`src/common/tcp_pkg.sv`:
```
package tcp_pkg;

  // Register indices in the sequential map; every transfer starts at the first
  localparam logic [2:0] REG_FIRST = 3'h1;
  localparam logic [2:0] REG_CTRL = 3'h2;
  localparam logic [2:0] REG_INT = 3'h3;
  localparam logic [2:0] REG_CC = 3'h4;
  localparam logic [2:0] PTR_END = 3'h5;

  // Control register layout
  localparam int CTRL_PSAVE = 7;
  localparam int CTRL_TRY_SNK = 6;
  localparam int CTRL_ACC = 5;
  localparam int CTRL_CUR_HI = 4;
  localparam int CTRL_CUR_LO = 3;
  localparam int CTRL_ROLE_HI = 2;
  localparam int CTRL_ROLE_LO = 1;
  localparam int CTRL_MASK = 0;
  localparam logic [7:0] CTRL_RST = 8'h00;

  // Port role codes
  localparam logic [1:0] ROLE_SINK = 2'h0;
  localparam logic [1:0] ROLE_SOURCE = 2'h1;
  localparam logic [1:0] ROLE_DRP = 2'h2;
  localparam logic [1:0] ROLE_DRP_TRY = 2'h3;

  // Charging current codes
  localparam logic [1:0] CUR_DEFAULT = 2'h0;
  localparam logic [1:0] CUR_MEDIUM = 2'h1;
  localparam logic [1:0] CUR_HIGH = 2'h2;

  // Interrupt register flags
  localparam logic [7:0] INT_ATTACH = 8'h01;
  localparam logic [7:0] INT_DETACH = 8'h02;
  localparam logic [7:0] INT_RST = 8'h00;

  // Serial-bus slave addresses selected by the address strap
  localparam logic [6:0] BUS_ADDR_LOW = 7'h0D;
  localparam logic [6:0] BUS_ADDR_HIGH = 7'h2D;

  localparam logic [3:0] BITS_PER_BYTE = 4'h8;

  // Pin synchroniser lanes: scl, sda, disable, addr tied, addr high, port tied, port high
  localparam int PIN_LANES = 7;
  // Bus lines idle high and the device counts as disabled until the real pins arrive,
  // so the strap load never sees the reset values of the strap lanes
  localparam logic [PIN_LANES-1:0] PIN_RST = 7'h70;

  typedef enum logic [2:0] {
    ST_IDLE = 3'b000,
    ST_ADDR = 3'b001,
    ST_AACK = 3'b010,
    ST_WR = 3'b011,
    ST_WACK = 3'b100,
    ST_RD = 3'b101,
    ST_RACK = 3'b110
  } tcp_state_t;

endpackage

```
`src/core/tcp_port_ctrl.sv`:
```
`timescale 1ns/1ps
// Notes on behaviour
// Control bit 7 set puts the device into disabled low-power state.
// In low power, outputs other than CC go high-Z; CC pulled low by Rd. The code releases only the interrupt; the bus still answers.
// Control bit 6 picks Try.SRC when 0, Try.SNK when 1.
// Control bit 5 enables accessory detection in device mode.
// Control bits 4:3 select default, 1.5A or 3A charging current.
// Charging current is ignored while the port is or acts as device.
// Control bits 2:1: sink, source, dual role, dual role with try.
// Mask bit 0 clear lets events pull the interrupt low; set keeps it high-Z.
// Control resets to zero; role field loads from the role strap on first enable.
// Strap ground gives sink, supply gives source, open gives dual role Try.SNK.
// No offset byte; transfers start at register 1 and advance sequentially.
// Unmasked port status changes drive the interrupt output low.
// Host masks first via control bit 0; device then releases the interrupt.
// Host then reads registers 1 to 4 in order.
// Register 3 reports attach and detach events.
// Reading register 3 clears all its flags.
// Register 4 presents plug details and charging profile.
// Host unmasks via control bit 0 before ending its service routine.
// Address strap low answers 0x0D, high 0x2D, floating means pin control.
// Interrupt value 01h means attach, 02h means detach since last read.
// In a write, the byte for register 1 is dropped; the next goes to control.
module tcp_port_ctrl import tcp_pkg::*; #(
  parameter logic [7:0] DEV_ID = 8'h00 // Arbitrary value returned from register 1
) (
  input wire logic REF_CLK,
  input wire logic RST,
  input wire logic SCL_IN,
  input wire logic SDA_IN,
  output logic SDA_OUT,
  output logic SDA_OE,
  input wire logic DISABLE_IN,
  input wire logic ADDR_TIED,
  input wire logic ADDR_HIGH,
  input wire logic PORT_TIED,
  input wire logic PORT_HIGH,
  input wire logic ATTACH_EVT,
  input wire logic DETACH_EVT,
  input wire logic ACTING_SINK,
  input wire logic [7:0] CC_STATUS,
  output logic IRQ_OUT_N_O,
  output logic IRQ_OUT_N_OE,
  output logic LOW_POWER,
  output logic PIN_MODE,
  output logic TRY_SNK,
  output logic ACC_DET_EN,
  output logic [1:0] CHG_CUR,
  output logic [1:0] PORT_ROLE
);

  ////////////////////////////////////////////////////////////////////////////////
  // Pin synchronisation and bus conditions

  logic [PIN_LANES-1:0] pins_s;
  logic scl_s, sda_s, dis_s, addr_tied_s, addr_high_s, port_tied_s, port_high_s;
  logic scl_d_ff, sda_d_ff;

  tcp_sync #(
    .W(PIN_LANES),
    .RST_VAL(PIN_RST)
  ) u_pin_sync (
    .clk(REF_CLK),
    .rst(RST),
    .din({SCL_IN, SDA_IN, DISABLE_IN, ADDR_TIED, ADDR_HIGH, PORT_TIED, PORT_HIGH}),
    .dout(pins_s)
  );

  assign {scl_s, sda_s, dis_s, addr_tied_s, addr_high_s, port_tied_s, port_high_s} = pins_s;

  always_ff @(posedge REF_CLK or posedge RST) begin
    if (RST) begin
      scl_d_ff <= 1'b1;
      sda_d_ff <= 1'b1;
    end else begin
      scl_d_ff <= scl_s;
      sda_d_ff <= sda_s;
    end
  end

  wire scl_rise = scl_s & ~scl_d_ff;
  wire scl_fall = ~scl_s & scl_d_ff;
  wire bus_start = scl_s & scl_d_ff & ~sda_s & sda_d_ff;
  wire bus_stop = scl_s & scl_d_ff & sda_s & ~sda_d_ff;

  // Floating address strap turns the serial bus off
  wire bus_on = addr_tied_s;
  wire [6:0] own_addr = addr_high_s ? BUS_ADDR_HIGH : BUS_ADDR_LOW;

  ////////////////////////////////////////////////////////////////////////////////
  // Register state

  tcp_state_t state_ff, nxt_state;
  logic [3:0] cnt_ff, nxt_cnt;
  logic [7:0] shift_ff, nxt_shift;
  logic [2:0] ptr_ff, nxt_ptr;
  logic rw_ff, nxt_rw;
  logic nack_ff, nxt_nack;
  logic sda_oe_ff, nxt_sda_oe;
  logic [7:0] ctrl_ff, nxt_ctrl;
  logic [7:0] int_ff, nxt_int;
  logic en_seen_ff;
  logic wr_ctrl, rd_load;

  wire [2:0] ptr_inc = (ptr_ff == PTR_END) ? ptr_ff : ptr_ff + 3'h1;

  wire [7:0] rd_data = (ptr_ff == REG_FIRST) ? DEV_ID :
                       (ptr_ff == REG_CTRL) ? ctrl_ff :
                       (ptr_ff == REG_INT) ? int_ff :
                       (ptr_ff == REG_CC) ? CC_STATUS :
                       8'h00;

  ////////////////////////////////////////////////////////////////////////////////
  // Serial-bus slave

  always_comb begin
    nxt_state = state_ff;
    nxt_cnt = cnt_ff;
    nxt_shift = shift_ff;
    nxt_ptr = ptr_ff;
    nxt_rw = rw_ff;
    nxt_nack = nack_ff;
    nxt_sda_oe = sda_oe_ff;
    wr_ctrl = 1'b0;
    rd_load = 1'b0;
    if (!bus_on) begin
      nxt_state = ST_IDLE;
      nxt_sda_oe = 1'b0;
    end else if (bus_start) begin
      // No offset byte: each transfer restarts at the first register
      nxt_state = ST_ADDR;
      nxt_cnt = 4'h0;
      nxt_ptr = REG_FIRST;
      nxt_sda_oe = 1'b0;
    end else if (bus_stop) begin
      nxt_state = ST_IDLE;
      nxt_sda_oe = 1'b0;
    end else begin
      unique case (state_ff)
        ST_IDLE: begin
        end
        ST_ADDR: begin
          if (scl_rise) begin
            nxt_shift = {shift_ff[6:0], sda_s};
            nxt_cnt = cnt_ff + 4'h1;
          end else if (scl_fall && cnt_ff == BITS_PER_BYTE) begin
            if (shift_ff[7:1] == own_addr) begin
              nxt_rw = shift_ff[0];
              nxt_sda_oe = 1'b1;
              nxt_cnt = 4'h0;
              nxt_state = ST_AACK;
            end else begin
              nxt_state = ST_IDLE;
            end
          end
        end
        ST_AACK: begin
          if (scl_fall) begin
            if (rw_ff) begin
              rd_load = 1'b1;
              nxt_shift = rd_data;
              nxt_sda_oe = ~rd_data[7];
              nxt_ptr = ptr_inc;
              nxt_state = ST_RD;
            end else begin
              nxt_sda_oe = 1'b0;
              nxt_state = ST_WR;
            end
          end
        end
        ST_WR: begin
          if (scl_rise) begin
            nxt_shift = {shift_ff[6:0], sda_s};
            nxt_cnt = cnt_ff + 4'h1;
          end else if (scl_fall && cnt_ff == BITS_PER_BYTE) begin
            // Byte for register 1 and the read-only ones are acknowledged and dropped
            wr_ctrl = (ptr_ff == REG_CTRL);
            nxt_ptr = ptr_inc;
            nxt_sda_oe = 1'b1;
            nxt_cnt = 4'h0;
            nxt_state = ST_WACK;
          end
        end
        ST_WACK: begin
          if (scl_fall) begin
            nxt_sda_oe = 1'b0;
            nxt_state = ST_WR;
          end
        end
        ST_RD: begin
          if (scl_rise) begin
            nxt_cnt = cnt_ff + 4'h1;
          end else if (scl_fall) begin
            if (cnt_ff == BITS_PER_BYTE) begin
              nxt_sda_oe = 1'b0;
              nxt_cnt = 4'h0;
              nxt_state = ST_RACK;
            end else begin
              nxt_shift = {shift_ff[6:0], 1'b0};
              nxt_sda_oe = ~shift_ff[6];
            end
          end
        end
        ST_RACK: begin
          if (scl_rise) begin
            nxt_nack = sda_s;
          end else if (scl_fall) begin
            if (nack_ff) begin
              nxt_state = ST_IDLE;
            end else begin
              rd_load = 1'b1;
              nxt_shift = rd_data;
              nxt_sda_oe = ~rd_data[7];
              nxt_ptr = ptr_inc;
              nxt_state = ST_RD;
            end
          end
        end
        default: begin
          nxt_state = ST_IDLE;
          nxt_sda_oe = 1'b0;
        end
      endcase
    end
  end

  always_ff @(posedge REF_CLK or posedge RST) begin
    if (RST) begin
      state_ff <= ST_IDLE;
      cnt_ff <= 4'h0;
      shift_ff <= 8'h00;
      ptr_ff <= REG_FIRST;
      rw_ff <= 1'b0;
      nack_ff <= 1'b0;
      sda_oe_ff <= 1'b0;
    end else begin
      state_ff <= nxt_state;
      cnt_ff <= nxt_cnt;
      shift_ff <= nxt_shift;
      ptr_ff <= nxt_ptr;
      rw_ff <= nxt_rw;
      nack_ff <= nxt_nack;
      sda_oe_ff <= nxt_sda_oe;
    end
  end

  ////////////////////////////////////////////////////////////////////////////////
  // Control and interrupt registers

  // Strap: ground gives sink, supply gives source, open gives dual role with Try.SNK
  wire [1:0] strap_role = !port_tied_s ? ROLE_DRP_TRY :
                          port_high_s ? ROLE_SOURCE : ROLE_SINK;
  wire strap_try_snk = ~port_tied_s;
  wire strap_load = ~dis_s & ~en_seen_ff;

  always_comb begin
    nxt_ctrl = ctrl_ff;
    if (strap_load) begin
      nxt_ctrl[CTRL_ROLE_HI:CTRL_ROLE_LO] = strap_role;
      nxt_ctrl[CTRL_TRY_SNK] = strap_try_snk;
    end else if (wr_ctrl) begin
      nxt_ctrl = shift_ff;
    end
  end

  // A new event in the clearing read cycle survives the clear
  wire [7:0] int_set = (ATTACH_EVT ? INT_ATTACH : 8'h00) | (DETACH_EVT ? INT_DETACH : 8'h00);
  wire int_clr = rd_load & (ptr_ff == REG_INT);
  assign nxt_int = (int_clr ? INT_RST : int_ff) | int_set;

  always_ff @(posedge REF_CLK or posedge RST) begin
    if (RST) begin
      ctrl_ff <= CTRL_RST;
      int_ff <= INT_RST;
      en_seen_ff <= 1'b0;
    end else begin
      ctrl_ff <= nxt_ctrl;
      int_ff <= nxt_int;
      en_seen_ff <= en_seen_ff | ~dis_s;
    end
  end

  ////////////////////////////////////////////////////////////////////////////////
  // Outputs

  // The disable pin and the power-saving bit both enter the low-power state
  wire low_power = ctrl_ff[CTRL_PSAVE] | dis_s;
  wire [1:0] role = ctrl_ff[CTRL_ROLE_HI:CTRL_ROLE_LO];
  wire sink_now = (role == ROLE_SINK) | ((role[1] == 1'b1) & ACTING_SINK);
  wire [1:0] cur = sink_now ? CUR_DEFAULT : ctrl_ff[CTRL_CUR_HI:CTRL_CUR_LO]; // see R5
  // Interrupt stays high-Z when masked or in low power
  wire irq_drive = (|int_ff) & ~ctrl_ff[CTRL_MASK] & ~low_power; // see R8, see R12

  always_ff @(posedge REF_CLK or posedge RST) begin
    if (RST) begin
      SDA_OUT <= 1'b0;
      SDA_OE <= 1'b0;
      IRQ_OUT_N_O <= 1'b0;
      IRQ_OUT_N_OE <= 1'b0;
      LOW_POWER <= 1'b0;
      PIN_MODE <= 1'b0;
      TRY_SNK <= 1'b0;
      ACC_DET_EN <= 1'b0;
      CHG_CUR <= CUR_DEFAULT;
      PORT_ROLE <= ROLE_SINK;
    end else begin
      SDA_OUT <= 1'b0;
      SDA_OE <= sda_oe_ff & bus_on;
      IRQ_OUT_N_O <= 1'b0;
      IRQ_OUT_N_OE <= irq_drive;
      LOW_POWER <= low_power; // see R1
      PIN_MODE <= ~bus_on;
      TRY_SNK <= ctrl_ff[CTRL_TRY_SNK];
      ACC_DET_EN <= ctrl_ff[CTRL_ACC];
      CHG_CUR <= cur;
      PORT_ROLE <= role;
    end
  end

endmodule

```
`src/core/tcp_sync.sv`:
```
`timescale 1ns/1ps
module tcp_sync import tcp_pkg::*; #(
  parameter int W = 1,
  parameter logic [W-1:0] RST_VAL = '0
) (
  input wire logic clk,
  input wire logic rst,
  input wire logic [W-1:0] din,
  output logic [W-1:0] dout
);

  logic [W-1:0] meta_ff;
  logic [W-1:0] sync_ff;

  // The first stage feeds only the second
  always_ff @(posedge clk or posedge rst) begin
    if (rst) begin
      meta_ff <= RST_VAL;
      sync_ff <= RST_VAL;
    end else begin
      meta_ff <= din;
      sync_ff <= meta_ff;
    end
  end

  assign dout = sync_ff;

endmodule

```
`config.mk`:
```
export PLATFORM = sky130hd
export DESIGN_NAME = tcp_port_ctrl
export DESIGN_NICKNAME = d
export VERILOG_FILES = /design/src/common/tcp_pkg.sv /design/src/core/tcp_port_ctrl.sv /design/src/core/tcp_sync.sv
export SDC_FILE = /design/constraint.sdc
export NUM_CORES = 1
export LEC_CHECK = 0
export BUFFER_PORTS_ARGS = -buffer_cell sky130_fd_sc_hd__buf_2
export CORE_UTILIZATION = 45
export CTS_BUF_LIST = sky130_fd_sc_hd__clkbuf_4 sky130_fd_sc_hd__clkbuf_8 sky130_fd_sc_hd__clkbuf_16
export CTS_CLUSTER_SIZE = 10
export DETAILED_ROUTE_END_ITERATION = 8
export PLACE_DENSITY = 0.71
export SLEW_MARGIN = 40
export SYNTH_ARGS = -nofsm -noshare
export SYNTH_HDL_FRONTEND = slang
export SYNTH_HIERARCHICAL = 1
export SYNTH_SLANG_ARGS = --single-unit
```
`constraint.sdc`:
```
create_clock -name REF_CLK -period 2.27 [get_ports REF_CLK]
set_input_delay 0.1135 -clock REF_CLK [delete_from_list [all_inputs] [get_ports REF_CLK]]
set_output_delay 0.1135 -clock REF_CLK [all_outputs]
set_load 0.01 [all_outputs]
```
* After elaboration in Yosys (flattened, before gate mapping)
Cells that the tools add are included.
** Word-level totals
- Bits in registers :: 64
- Output and inout bits :: 12
- Word-level logic and storage cells :: 222
** Cells by class
- Add/sub/neg operators :: 2
- Equality and inequality tests :: 49
- Mux-type cells :: 97
- Bitwise logic cells :: 34
- Reduce and logical (&&, ||, !) cells :: 17
** Operators by type and width (count)
- $mux 8 :: 14
- $mux 3 :: 26
- $ne 5x5->1 const B :: 13
- $mux 4 :: 10
- $mux 1 :: 34
- $pmux 8 s4 :: 1
- $reduce_and 13->1 :: 2
- $ne 4x4->1 const B :: 6
- $ne 3x3->1 const B :: 7
- $pmux 3 s7 :: 1
- $ne 2x2->1 const B :: 9
- $not 1->1 :: 16
- $eq 3x3->1 const B :: 5
- $and 1x1->1 :: 13
- $eq 3x2->1 const B :: 4
- $pmux 4 s3 :: 1
- $reduce_and 12->1 :: 1
- $reduce_bool 4->1 :: 3
- $mux 2 :: 5
- $reduce_and 10->1 :: 1
- $pmux 3 s3 :: 1
- $or 8x2->8 :: 1
- $reduce_and 8->1 :: 1
- $reduce_or 8->1 :: 1
- 20 further kinds :: 23

* Depth between registers and ports, before layout
Gate-level depths: netlist (run 1).
- Depth after elaboration :: 13
- Mapped depth :: 8
- Gate-level depth less buffers :: 7

* Hierarchy
Netlist (run 1), hierarchy kept.
** Modules (own cells, without submodules)
- tcp_port_ctrl :: times used 1, cells an instance 259, area an instance 2578.7 um2
- tcp_sync :: times used 1, cells an instance 15, area an instance 361.6 um2

* Worst setup path before layout (run 1)
No wires, ideal clock.
- Kind :: register to register
- Start point :: register ptr_ff[0]
- End point :: register sda_oe_ff
- Arrival time :: 1.892 ns
- Data required time :: 2.196 ns
- Slack :: 0.305 ns
- Cell stages (with the launch flop) :: 9
- Path buffers :: 1
- Clock period less this slack :: 1.965 ns
- Cells stage by stage :: dfstp_2 ha_1 ha_1 and3b_1 buf_6 a22oi_1 o211ai_1 a211o_1 a21oi_2
** On the way
- Longest elaborated chain between the ends :: 13
- Elaborated cells on any way between the ends :: 18
- Classes of those cells :: eq/ne (4); mux (13); bitwise (1)
** Ends and longest elaborated chain
- start: declaration :: RTL line tcp_port_ctrl.sv:96 : logic [2:0] ptr_ff, nxt_ptr;
- start signal: assignment :: RTL line tcp_port_ctrl.sv:240 : ptr_ff <= nxt_ptr;
- $eq 3x3->1 :: RTL line tcp_port_ctrl.sv:110 : (ptr_ff == REG_CC) ? CC_STATUS :
- $mux 8 :: RTL line tcp_port_ctrl.sv:110
- $mux 8 :: RTL line tcp_port_ctrl.sv:109 : (ptr_ff == REG_INT) ? int_ff :
- $mux 8 :: RTL line tcp_port_ctrl.sv:108 : (ptr_ff == REG_CTRL) ? ctrl_ff :
- $mux 8 (*) :: RTL line tcp_port_ctrl.sv:107 : wire [7:0] rd_data = (ptr_ff == REG_FIRST) ? DEV_ID :
- $not 1->1 (*) :: RTL line tcp_port_ctrl.sv:162, tcp_port_ctrl.sv:213
- $mux 1 :: RTL line tcp_port_ctrl.sv:208 : if (nack_ff) begin
- $mux 1 :: RTL line tcp_port_ctrl.sv:207 : end else if (scl_fall) begin
- $mux 1 :: RTL line tcp_port_ctrl.sv:205 : if (scl_rise) begin
- $pmux 1 s7 (*) :: RTL line tcp_port_ctrl.sv:139 : unique case (state_ff)
- $mux 1 (*) :: RTL line tcp_port_ctrl.sv:135 : end else if (bus_stop) begin
- $mux 1 (*) :: RTL line tcp_port_ctrl.sv:129 : end else if (bus_start) begin
- $mux 1 (*) :: RTL line tcp_port_ctrl.sv:126 : if (!bus_on) begin
- end signal: assignment :: RTL line tcp_port_ctrl.sv:243 : sda_oe_ff <= nxt_sda_oe;
- end: declaration :: RTL line tcp_port_ctrl.sv:99 : logic sda_oe_ff, nxt_sda_oe;
Every way passes the cells marked *; elsewhere a longest branch is shown, timed or not. The select of a mux whose other input is x is not followed.
A chain may end at the register's enable or synchronous reset.

* Worst setup path in the final report (run 1)
Same ends and word-level chain as after synthesis.

==> results of run 1 <==
[cell usage after synthesis (all sizes together) (8+ instances only)]
| cell | count | area, um2 |
|---|---|---|
| dfrtp | 49 | 1226 |
| dfstp | 9 | 236.5 |
| inv | 17 | 63.81 |
| nor2b | 8 | 50.05 |
| nand2 | 19 | 73.82 |
| nor2 | 14 | 52.55 |
| a22oi | 8 | 60.06 |
| ha | 10 | 125.1 |
| buf | 11 | 71.31 |
| a21oi | 16 | 98.85 |
| mux2 | 16 | 180.2 |
| o21ai | 23 | 118.9 |
[cell families after synthesis]
logic type      after synthesis  synth area share, %
other cells                   1               0.1275
mux                          23                8.511
xor+xnor                      2               0.5959
buf+inv                      29                4.723
flops                        58                49.74
simple gates                 80                15.96
compound gates               71                16.09
fa+ha+maj                    10                4.255
[cell type report]
| cell class | instances | area [um2] |
|---|---|---|
| timing repair buffer | 48 | 312.8 |
| tap | 77 | 96.34 |
| multi-input combinational | 188 | 1343 |
| sequential | 58 | 1463 |
| clock buffer | 11 | 145.1 |
| fill | 563 | 2811 |
| clock inverter | 5 | 77.57 |
| inverter | 17 | 65.06 |
[worst min path at each step]
stage                 from                     to  depth (start not counted)
2_1_floorplan          RST     u_pin_sync/dout[0]                          1
3_3_place_gp           RST  u_pin_sync/meta_ff[2]                          2
3_5_place_dp           RST              sda_oe_ff                          2
4_1_cts        ACTING_SINK             CHG_CUR[0]                          3
5_1_grt        ACTING_SINK             CHG_CUR[1]                          3
6_report       ACTING_SINK             CHG_CUR[0]                          3
[through the flow]
| step | utilization [%] | hold slack (ps) | setup slack (ps) | instance area, um2 | power [W] |
|---|---|---|---|---|---|
| 2_1_floorplan | - | -1.575 | 304.6 | 2944 | 0.001188 |
| 3_3_place_gp | 50.34 | 159.9 | 167.8 | 3178 | 0.001236 |
| 3_5_place_dp | 50.36 | 147.6 | 145.4 | 3179 | 0.001239 |
| 4_1_cts | 55.47 | 93.85 | 144.9 | 3502 | 0.002317 |
| 5_1_grt | 55.47 | 103.4 | 8.338 | 3502 | 0.002386 |
| 6_report | 55.47 | 98.38 | 140.1 | 3502 | 0.002291 |
[routing by layer]
layer | up-vias | GRT usage (%) | wire length (um)
met1 | 1053 | 26.48 | 2882
li1 | 1067 | - | -
met5 | - | 0 | 0
met2 | 53 | 28.02 | 2694
met4 | 0 | 8.777 | 158
met3 | 15 | 5.666 | 354
[timing repair]
item,CTS,global route
endpoints found under the hold margin,40,0
hold buffers,10,0
setup endpoints to repair,0,0
[worst max-delay path, delay by kind of cell, from the launching register on]
family | cells | cell delay [ps]
AO/OA/AOI/OAI | 4 | 910
adder cells (fa/ha/maj) | 2 | 350
AND/OR/NAND/NOR | 1 | 240
flip-flops | 1 | 560
[registers in the layout, summed over array words and instances, names as in the netlist, 2 cells and up]
signal	cells
ctrl_ff	8
state_ff	3
ptr_ff	3
shift_ff	8
u_pin_sync/dout	7
int_ff	2
CHG_CUR	2
cnt_ff	4
u_pin_sync/meta_ff	7
PORT_ROLE	2
[placed cells by master, fill, tap and decap left out, types with 3 or more instances in the layout]
cell type / netlist / routed
a21boi_0: 3 / 3
a21o_1: 3 / 3
a21oi_1: 13 / 13
a22oi_1: 8 / 8
and2_1: 5 / 5
and3_1: 3 / 3
and3b_1: 4 / 4
buf_2: 6 / 29
buf_4: 2 / 9
clkbuf_8: 0 / 10
clkinv_2: 0 / 3
dfrtp_1: 49 / 49
dfstp_2: 9 / 9
dlygate4sd3_1: 0 / 10
ha_1: 10 / 10
inv_1: 17 / 16
mux2_2: 16 / 16
mux2i_1: 7 / 7
nand2_1: 18 / 18
nand3_1: 6 / 6
nor2_1: 14 / 14
nor2b_1: 8 / 8
nor3_1: 4 / 4
o211ai_1: 3 / 3
o21ai_0: 21 / 21
[report_power, final]
part | total (W) | internal (W) | switching (W) | leakage, nW
Clock | 0.00106 | 0.000656 | 0.000401 | 0.113
Sequential | 0.00109 | 0.00107 | 0.0000207 | 0.706
Combinational | 0.000146 | 0.0000635 | 0.0000826 | 0.807
Total | 0.00229 | 0.00179 | 0.000505 | 1.63
==> out/results.ini, run 1 <==
[status]
status = complete, no violations

[worst_setup_path]
timing.rr.start = ptr_ff[0]
worstPathCellList = ha_1 -> ha_1 -> and3b_1 -> a22oi_1 -> o211ai_1 -> a211o_1 -> a21oi_2
timing.rr.end = sda_oe_ff
startpoint = ptr_ff[0]
crit_top_cell = ha_1
critPathMaxStageDelay_ps = 560
critPathCaptureType = flip-flop
worstSetupStartpointType = flip-flop
reg2reg_setup_slack_ps = 140
required_ps = 2540
critPathMaxFanout = 4
cp-endpoint = sda_oe_ff
slowest_stage = dfstp_2
crit_type = flip-flop to flip-flop
worstRegToRegCells = 7
arrival_ps = 2400

[timing]
finalMaxSlewViolations = 0
hold_violations = 0
clock_skew_ps = 7.168
fmaxAchievable_ghz = 0.4695
min_period_over_period_pct = 93.83
worst_pin_slew_ps = 567.4
finalCriticalPeriod_ps = 2130
rsz0062_at_grt = no
timing.slew.headroom_pct = 62.17
finalSetupViolations = 0
fin_tns_setup_ps = 0

[logic_synthesis]
ys_types = 55
synth_edf_count = 0
avgSynthCellArea_um2 = 10.73
ys_seq_area_share_pct = 49.74
async_flop_share_pct = 100.0
syn_area_um2 = 2940
syn_inst = 274
yosys_warnings = 6
synth_seq_cells = 58
synth_flop_cell = dfrtp_1

[clocking]
clkTransAtPathRegs_ps = 60
numCtsBuffers = 9
cts_tree = built
cts.path.max_buffers = 2
clk_latency_ps = 340
ctsResizeCount = 0
post_cts_buffers = 0
root_buffer = clkbuf_8
cts.sinks = 58
htreeDepth = 3

[grt]
grt_pass1_vias = 2084
grt_start_max_net_pins = 27
antenna_found_initial = 0
grt_usage_pct = 19.22
grt_pass1_wl_um = 10250
grt_remaining_overflow = 0

[final_layout]
finalNonFillerCells = 404
antennaDiodeCount = 0
area_delta_synth_final_pct = 19.11
drive_above_1_share_pct = 28.13
fin_nets = 352

[placed_design]
globalplace.congestion = 0.8659
dpl.hpwl_um = 4338
port_buffers = 29
dpl.cell_count = 378

[die]
die_x_um = 82.84
core_area_um2 = 6314
die_h_um = 82.84
io-pin-count = 32
num_rows = 29
dieArea_um2 = 6862
start_util_pct = 46.57

[detailed_routing]
drt-pass1-iter-count = 4
wl_per_cell_um = 15.07
vias = 2188
drc_errors = 0
drtIter0Drc = 144
viasPerCell = 5.416
ant_nets = 0
totalWireLength_um = 6089

[flow_run]
max_cap_violations = 0

[power]
powerDensity_nw_per_um2 = 654.1
p_leak_nw = 1.626
max-vdd-ir-drop_v = 0.0004944

[worst_hold_path]
hp-class = input pin to flip-flop

(Power assumes the default switching activity.)
==> run 2, diff against run 1 <==
CORE_MARGIN = 2   (was default)
clock period = 2.75 ns   (was 2.27 ns; I/O delays follow)
==> run 2 against run 1 <==
  * Setup slack improved by 380 ps
  * Flip-flop and latch count is the same
  * Wire length fell by 0.39%
  * Largest power group unchanged
  * Count of clock-buffer cells in the layout down 2
  * Via count shrank 0.78%
  * Sequential share of layout area is 0.44 points higher
==> out/results.ini, run 2 (synthesis results as in run 1) <==
[timing]
fin_tns_setup_ps = 0
clock_skew_ps = 10.55
finalMaxSlewViolations = 0
timing.slew.headroom_pct = 58.98
rsz0062_at_grt = no
hold_violations = 0
finalCriticalPeriod_ps = 2232
worst_pin_slew_ps = 615.2
min_period_over_period_pct = 81.17
fmaxAchievable_ghz = 0.4480
holdWs_ps = 125.3
finalSetupViolations = 0

[clocking]
ctsResizeCount = 0
cts_tree = built
root_buffer = clkbuf_8
numCtsBuffers = 9
cts.sinks = 58
htreeDepth = 3
clkTransAtPathRegs_ps = 70
clk_latency_ps = 330
cts.path.max_buffers = 2

[power]
p_leak_nw = 1.596
power.share.switching_pct = 22.85
power.net_switching_w = 0.0004258
seq_power_share_pct = 48.1
power.share.clock_pct = 45.6
comb_power_share_pct = 6.3
max-vdd-ir-drop_v = 0.0003930
powerDensity_nw_per_um2 = 537.6
intPower_w = 0.001437

[die]
core_area_um2 = 6350
num_rows = 29
io-pin-count = 32
die_h_um = 84.84
dieArea_um2 = 7197
start_util_pct = 46.31
die_x_um = 84.84

[final_layout]
fin_nets = 348
reg.largest.list = ctrl_ff x8, shift_ff x8
antennaDiodeCount = 0
most-common-layout-cells = dfrtp_1, buf_2, o21ai_0, nand2_1
utilization_pct = 54.58
fill_cells = 539
area_delta_synth_final_pct = 17.87
final_common_cell = dfrtp_1
drive_above_1_share_pct = 26.93

[worst_setup_path]
worstRegToRegCells = 6
worstPathCellList = ha_1 -> and3b_1 -> and3_2 -> a211oi_1 -> o21ai_0 -> a21oi_2
critPathCaptureType = flip-flop
worstSetupStartpointType = flip-flop
timing.rr.end = sda_oe_ff
critPathMaxFanout = 13
slowest_stage = dfstp_2
required_ps = 3010
reg2reg_setup_slack_ps = 520
crit_type = flip-flop to flip-flop
critPathMaxStageDelay_ps = 560
timing.rr.start = u_pin_sync/dout[6]
arrival_ps = 2490
crit_family = compound AO/OA/AOI/OAI gates
cp.buffers_inverters = 0

[status]
status = complete, no violations

[grt]
grt_remaining_overflow = 0
grt_start_max_net_pins = 34
antenna_found_initial = 0
grt_usage_pct = 18.62
grt_pass1_vias = 2226
grt_pass1_wl_um = 10420

[detailed_routing]
viasPerCell = 5.428
drc_errors = 0
totalWireLength_um = 6065
vias = 2171
ant_nets = 0
drtIter0Drc = 127
drt-pass1-iter-count = 4
wl_per_cell_um = 15.16

[placed_design]
dpl.hpwl_um = 4348
port_buffers = 29
globalplace.congestion = 0.8844

[worst_hold_path]
hold_end = CHG_CUR[0]
hp-class = input pin to flip-flop
worstHoldStart = ACTING_SINK
hold_depth = 3

[flow_run]
max_cap_violations = 0

[run 2: cell types whose count changed in the layout (fill, tap and decap cells not counted)]
cell        previous run  this run
clkinv_4               0         1
buf_4                  9         5
clkinvlp_4             1         2
clkbuf_8              10         9
clkbuf_4               1         0
clkinv_2               3         2
clkinv_1               0         1
[run 2: what timing repair did]
| item | CTS | global route |
|---|---|---|
| hold endpoints to repair | 26 | 0 |
| hold buffers | 10 | 0 |
| buffers inserted | 0 | 0 |
| setup endpoints to repair | 0 | 0 |
[run 2: final cells by class]
cell class,count,area (um2),share of cell area [%]
well taps,77,96.34,2.780
clock buffers,9,123.9,3.574
multi-input cells,188,1343,38.74
inverters,17,63.81,1.841
clock inverters,7,93.84,2.708
repair buffers,44,282.8,8.159
flip-flops and latches,58,1463,42.20
[run 2: per-stage QoR]
step           setup slack [ps]  cell area, um2  std cells  total power [W]
6_report                  517.9            3466        400         0.001863
5_1_grt                   333.1            3466        400         0.001938
4_1_cts                   536.4            3466        400         0.001886
3_5_place_dp              545.4            3148        374         0.001019
3_3_place_gp              574.9            3148        374         0.001016
2_1_floorplan             784.6            2944        275        0.0009808
[run 2: power by group through the flow]
| stage | clock [W] | combinational [W] | sequential [W] |
|---|---|---|---|
| floorplan | 0 | 0.0000726 | 0.000908 |
| global placement | 0 | 0.000106 | 0.000910 |
| detailed placement | 0 | 0.000108 | 0.000911 |
| CTS | 0.000872 | 0.000119 | 0.000896 |
| global route | 0.000905 | 0.000135 | 0.000898 |
| finish | 0.000850 | 0.000117 | 0.000896 |
[run 2: routing by layer]
layer / track usage (%) / wire [um]
met4: 9.380 / 135
met3: 4.377 / 281
met5: 0 / 0
met1: 24.89 / 2915
met2: 28.49 / 2733
[run 2: worst max-delay path by stage]
stage	from	end	slack [ps]	cells past startpoint
floorplan	ptr_ff[0]	sda_oe_ff	780	8
global placement	state_ff[2]	shift_ff[6]	570	4
detailed placement	state_ff[2]	shift_ff[2]	550	4
CTS	state_ff[2]	shift_ff[5]	540	4
global route	state_ff[2]	shift_ff[5]	330	4
finish	u_pin_sync/dout[6]	sda_oe_ff	520	6
[run 2: worst min-delay path: cells and delay by family]
kind / cells / cell delay (ps)
buf+inv: 1 / 80
simple gates: 1 / 150
compound gates: 1 / 60
==> run 3, diff against run 2 <==
clock period = 2.27 ns   (was 2.75 ns; I/O delays follow)
==> run 3 against run 2 <==
  * Critical endpoint is now shift_ff[4]
  * Largest cell class unchanged
  * Largest power group is now the clock network
  * Clock power increased by 34%
  * Non-clock buffer count increased by 3
  * Setup slack got worse by 370 ps
==> out/results.ini, run 3 (synthesis results as in run 1) <==
[status]
status = complete, no violations

[final_layout]
drive_above_1_share_pct = 27.61
finalNonFillerCells = 403
fin_nets = 351
design_area_um2 = 3518
most-common-layout-cells = dfrtp_1, buf_2, o21ai_0, nand2_1
reg.largest.list = ctrl_ff x8, shift_ff x8
antennaDiodeCount = 0
area_delta_synth_final_pct = 19.66
final_common_cell = dfrtp_1

[worst_setup_path]
critPathCaptureType = flip-flop
crit_type = flip-flop to flip-flop
critPathMaxFanout = 8
worstSetupStartpointType = flip-flop
arrival_ps = 2350
required_ps = 2500

[placed_design]
port_buffers = 29
post-place-ws_ps = 172.0
dpl.hpwl_um = 4369
globalplace.congestion = 0.8914
placed_cell_area_um2 = 3171
dpl.cell_count = 377

[timing]
finalCriticalPeriod_ps = 2127
holdWs_ps = 91.18
setup_ws_ps = 143.1
finalSetupViolations = 0
finalMaxSlewViolations = 0
timing.slew.headroom_pct = 61.35
worst_pin_slew_ps = 579.8
hold_violations = 0
clock_skew_ps = 10.78
min_period_over_period_pct = 93.70
rsz0062_at_grt = no
fmaxAchievable_ghz = 0.4702
fin_tns_setup_ps = 0

[flow_run]
max_cap_violations = 0

[die]
num_rows = 29
dieArea_um2 = 7197
die_x_um = 84.84
core_area_um2 = 6350
io-pin-count = 32
die_h_um = 84.84
start_util_pct = 46.31

[clocking]
cts.sinks = 58
clkTransAtPathRegs_ps = 70
root_buffer = clkbuf_8
htreeDepth = 3
cts_tree = built
cts.path.max_buffers = 2
hold_buffers = 10
ctsResizeCount = 0
clk_latency_ps = 340
numCtsBuffers = 9
post_cts_buffers = 0

[grt]
grt_usage_pct = 18.12
grt_start_max_net_pins = 45
grt_pass1_wl_um = 10170
grt_remaining_overflow = 0
grt_pass1_vias = 2220
antenna_found_initial = 0

[detailed_routing]
viasPerCell = 5.501
vias = 2217
drc_errors = 0
drt-pass1-iter-count = 4
ant_nets = 0
wl_per_cell_um = 14.94
drtIter0Drc = 193
totalWireLength_um = 6020

[power]
max-vdd-ir-drop_v = 0.0005547
p_leak_nw = 1.632
powerDensity_nw_per_um2 = 673.4

[worst_hold_path]
hp-class = input pin to flip-flop

[run 3: cell count changes in the layout (fill, tap and decap cells not counted)]
cell        delta
clkinv_2       -2
clkinvlp_4     -2
buf_4          +3
clkbuf_8       +4
[run 3: critical path, cell delays in order, from the launching register on]
cell and delay (ps):
dfstp_2 540, inv_1 40, ha_1 220, nor3b_1 280, o211ai_1 190, a21oi_4 350
mux2_2 380
[run 3: final timing paths]
kind	from	endpoint	slack (ps)	cells after the start
worst max register to register	scl_d_ff	shift_ff[4]	140	6
worst min-delay path	ACTING_SINK	CHG_CUR[1]	90	3
worst min register to register	u_pin_sync/meta_ff[1]	u_pin_sync/dout[1]	350	0
min in group asynchronous	RST	u_pin_sync/meta_ff[0]	360	3
max in group asynchronous	RST	sda_d_ff	1400	4
worst max-delay path	scl_d_ff	shift_ff[4]	140	6
[run 3: where the power goes]
part	internal, W	total (W)	switching [W]
Combinational	0.0000625	0.000142	0.0000797
Clock	0.000740	0.00114	0.000400
Sequential	0.00107	0.00109	0.0000201
[run 3: per-stage QoR]
step	utilization, %	total power, W
final	55.41	0.002369
after global placement	49.93	0.001232
after global routing	55.41	0.002461
after detailed placement	49.93	0.001236
after CTS	55.41	0.002399
after floorplan	-	0.001188
[run 3: routing by layer]
layer	global-route usage, %	up-vias	part of all wire [%]
li1	-	1062	-
met1	23.97	1076	46
met2	27.77	61	45
met3	4.669	18	5.8
met4	9.091	0	2.4
met5	0	-	0
[run 3: final cells by class]
| cell class | count | area [um2] |
|---|---|---|
| fillers | 532 | 2831 |
| flip-flops and latches | 58 | 1463 |
| multi-input cells | 188 | 1343 |
| repair buffers | 47 | 305.3 |
| clock buffers | 13 | 178.9 |
| well taps | 77 | 96.34 |
| clock inverters | 3 | 68.82 |
| inverters | 17 | 63.81 |
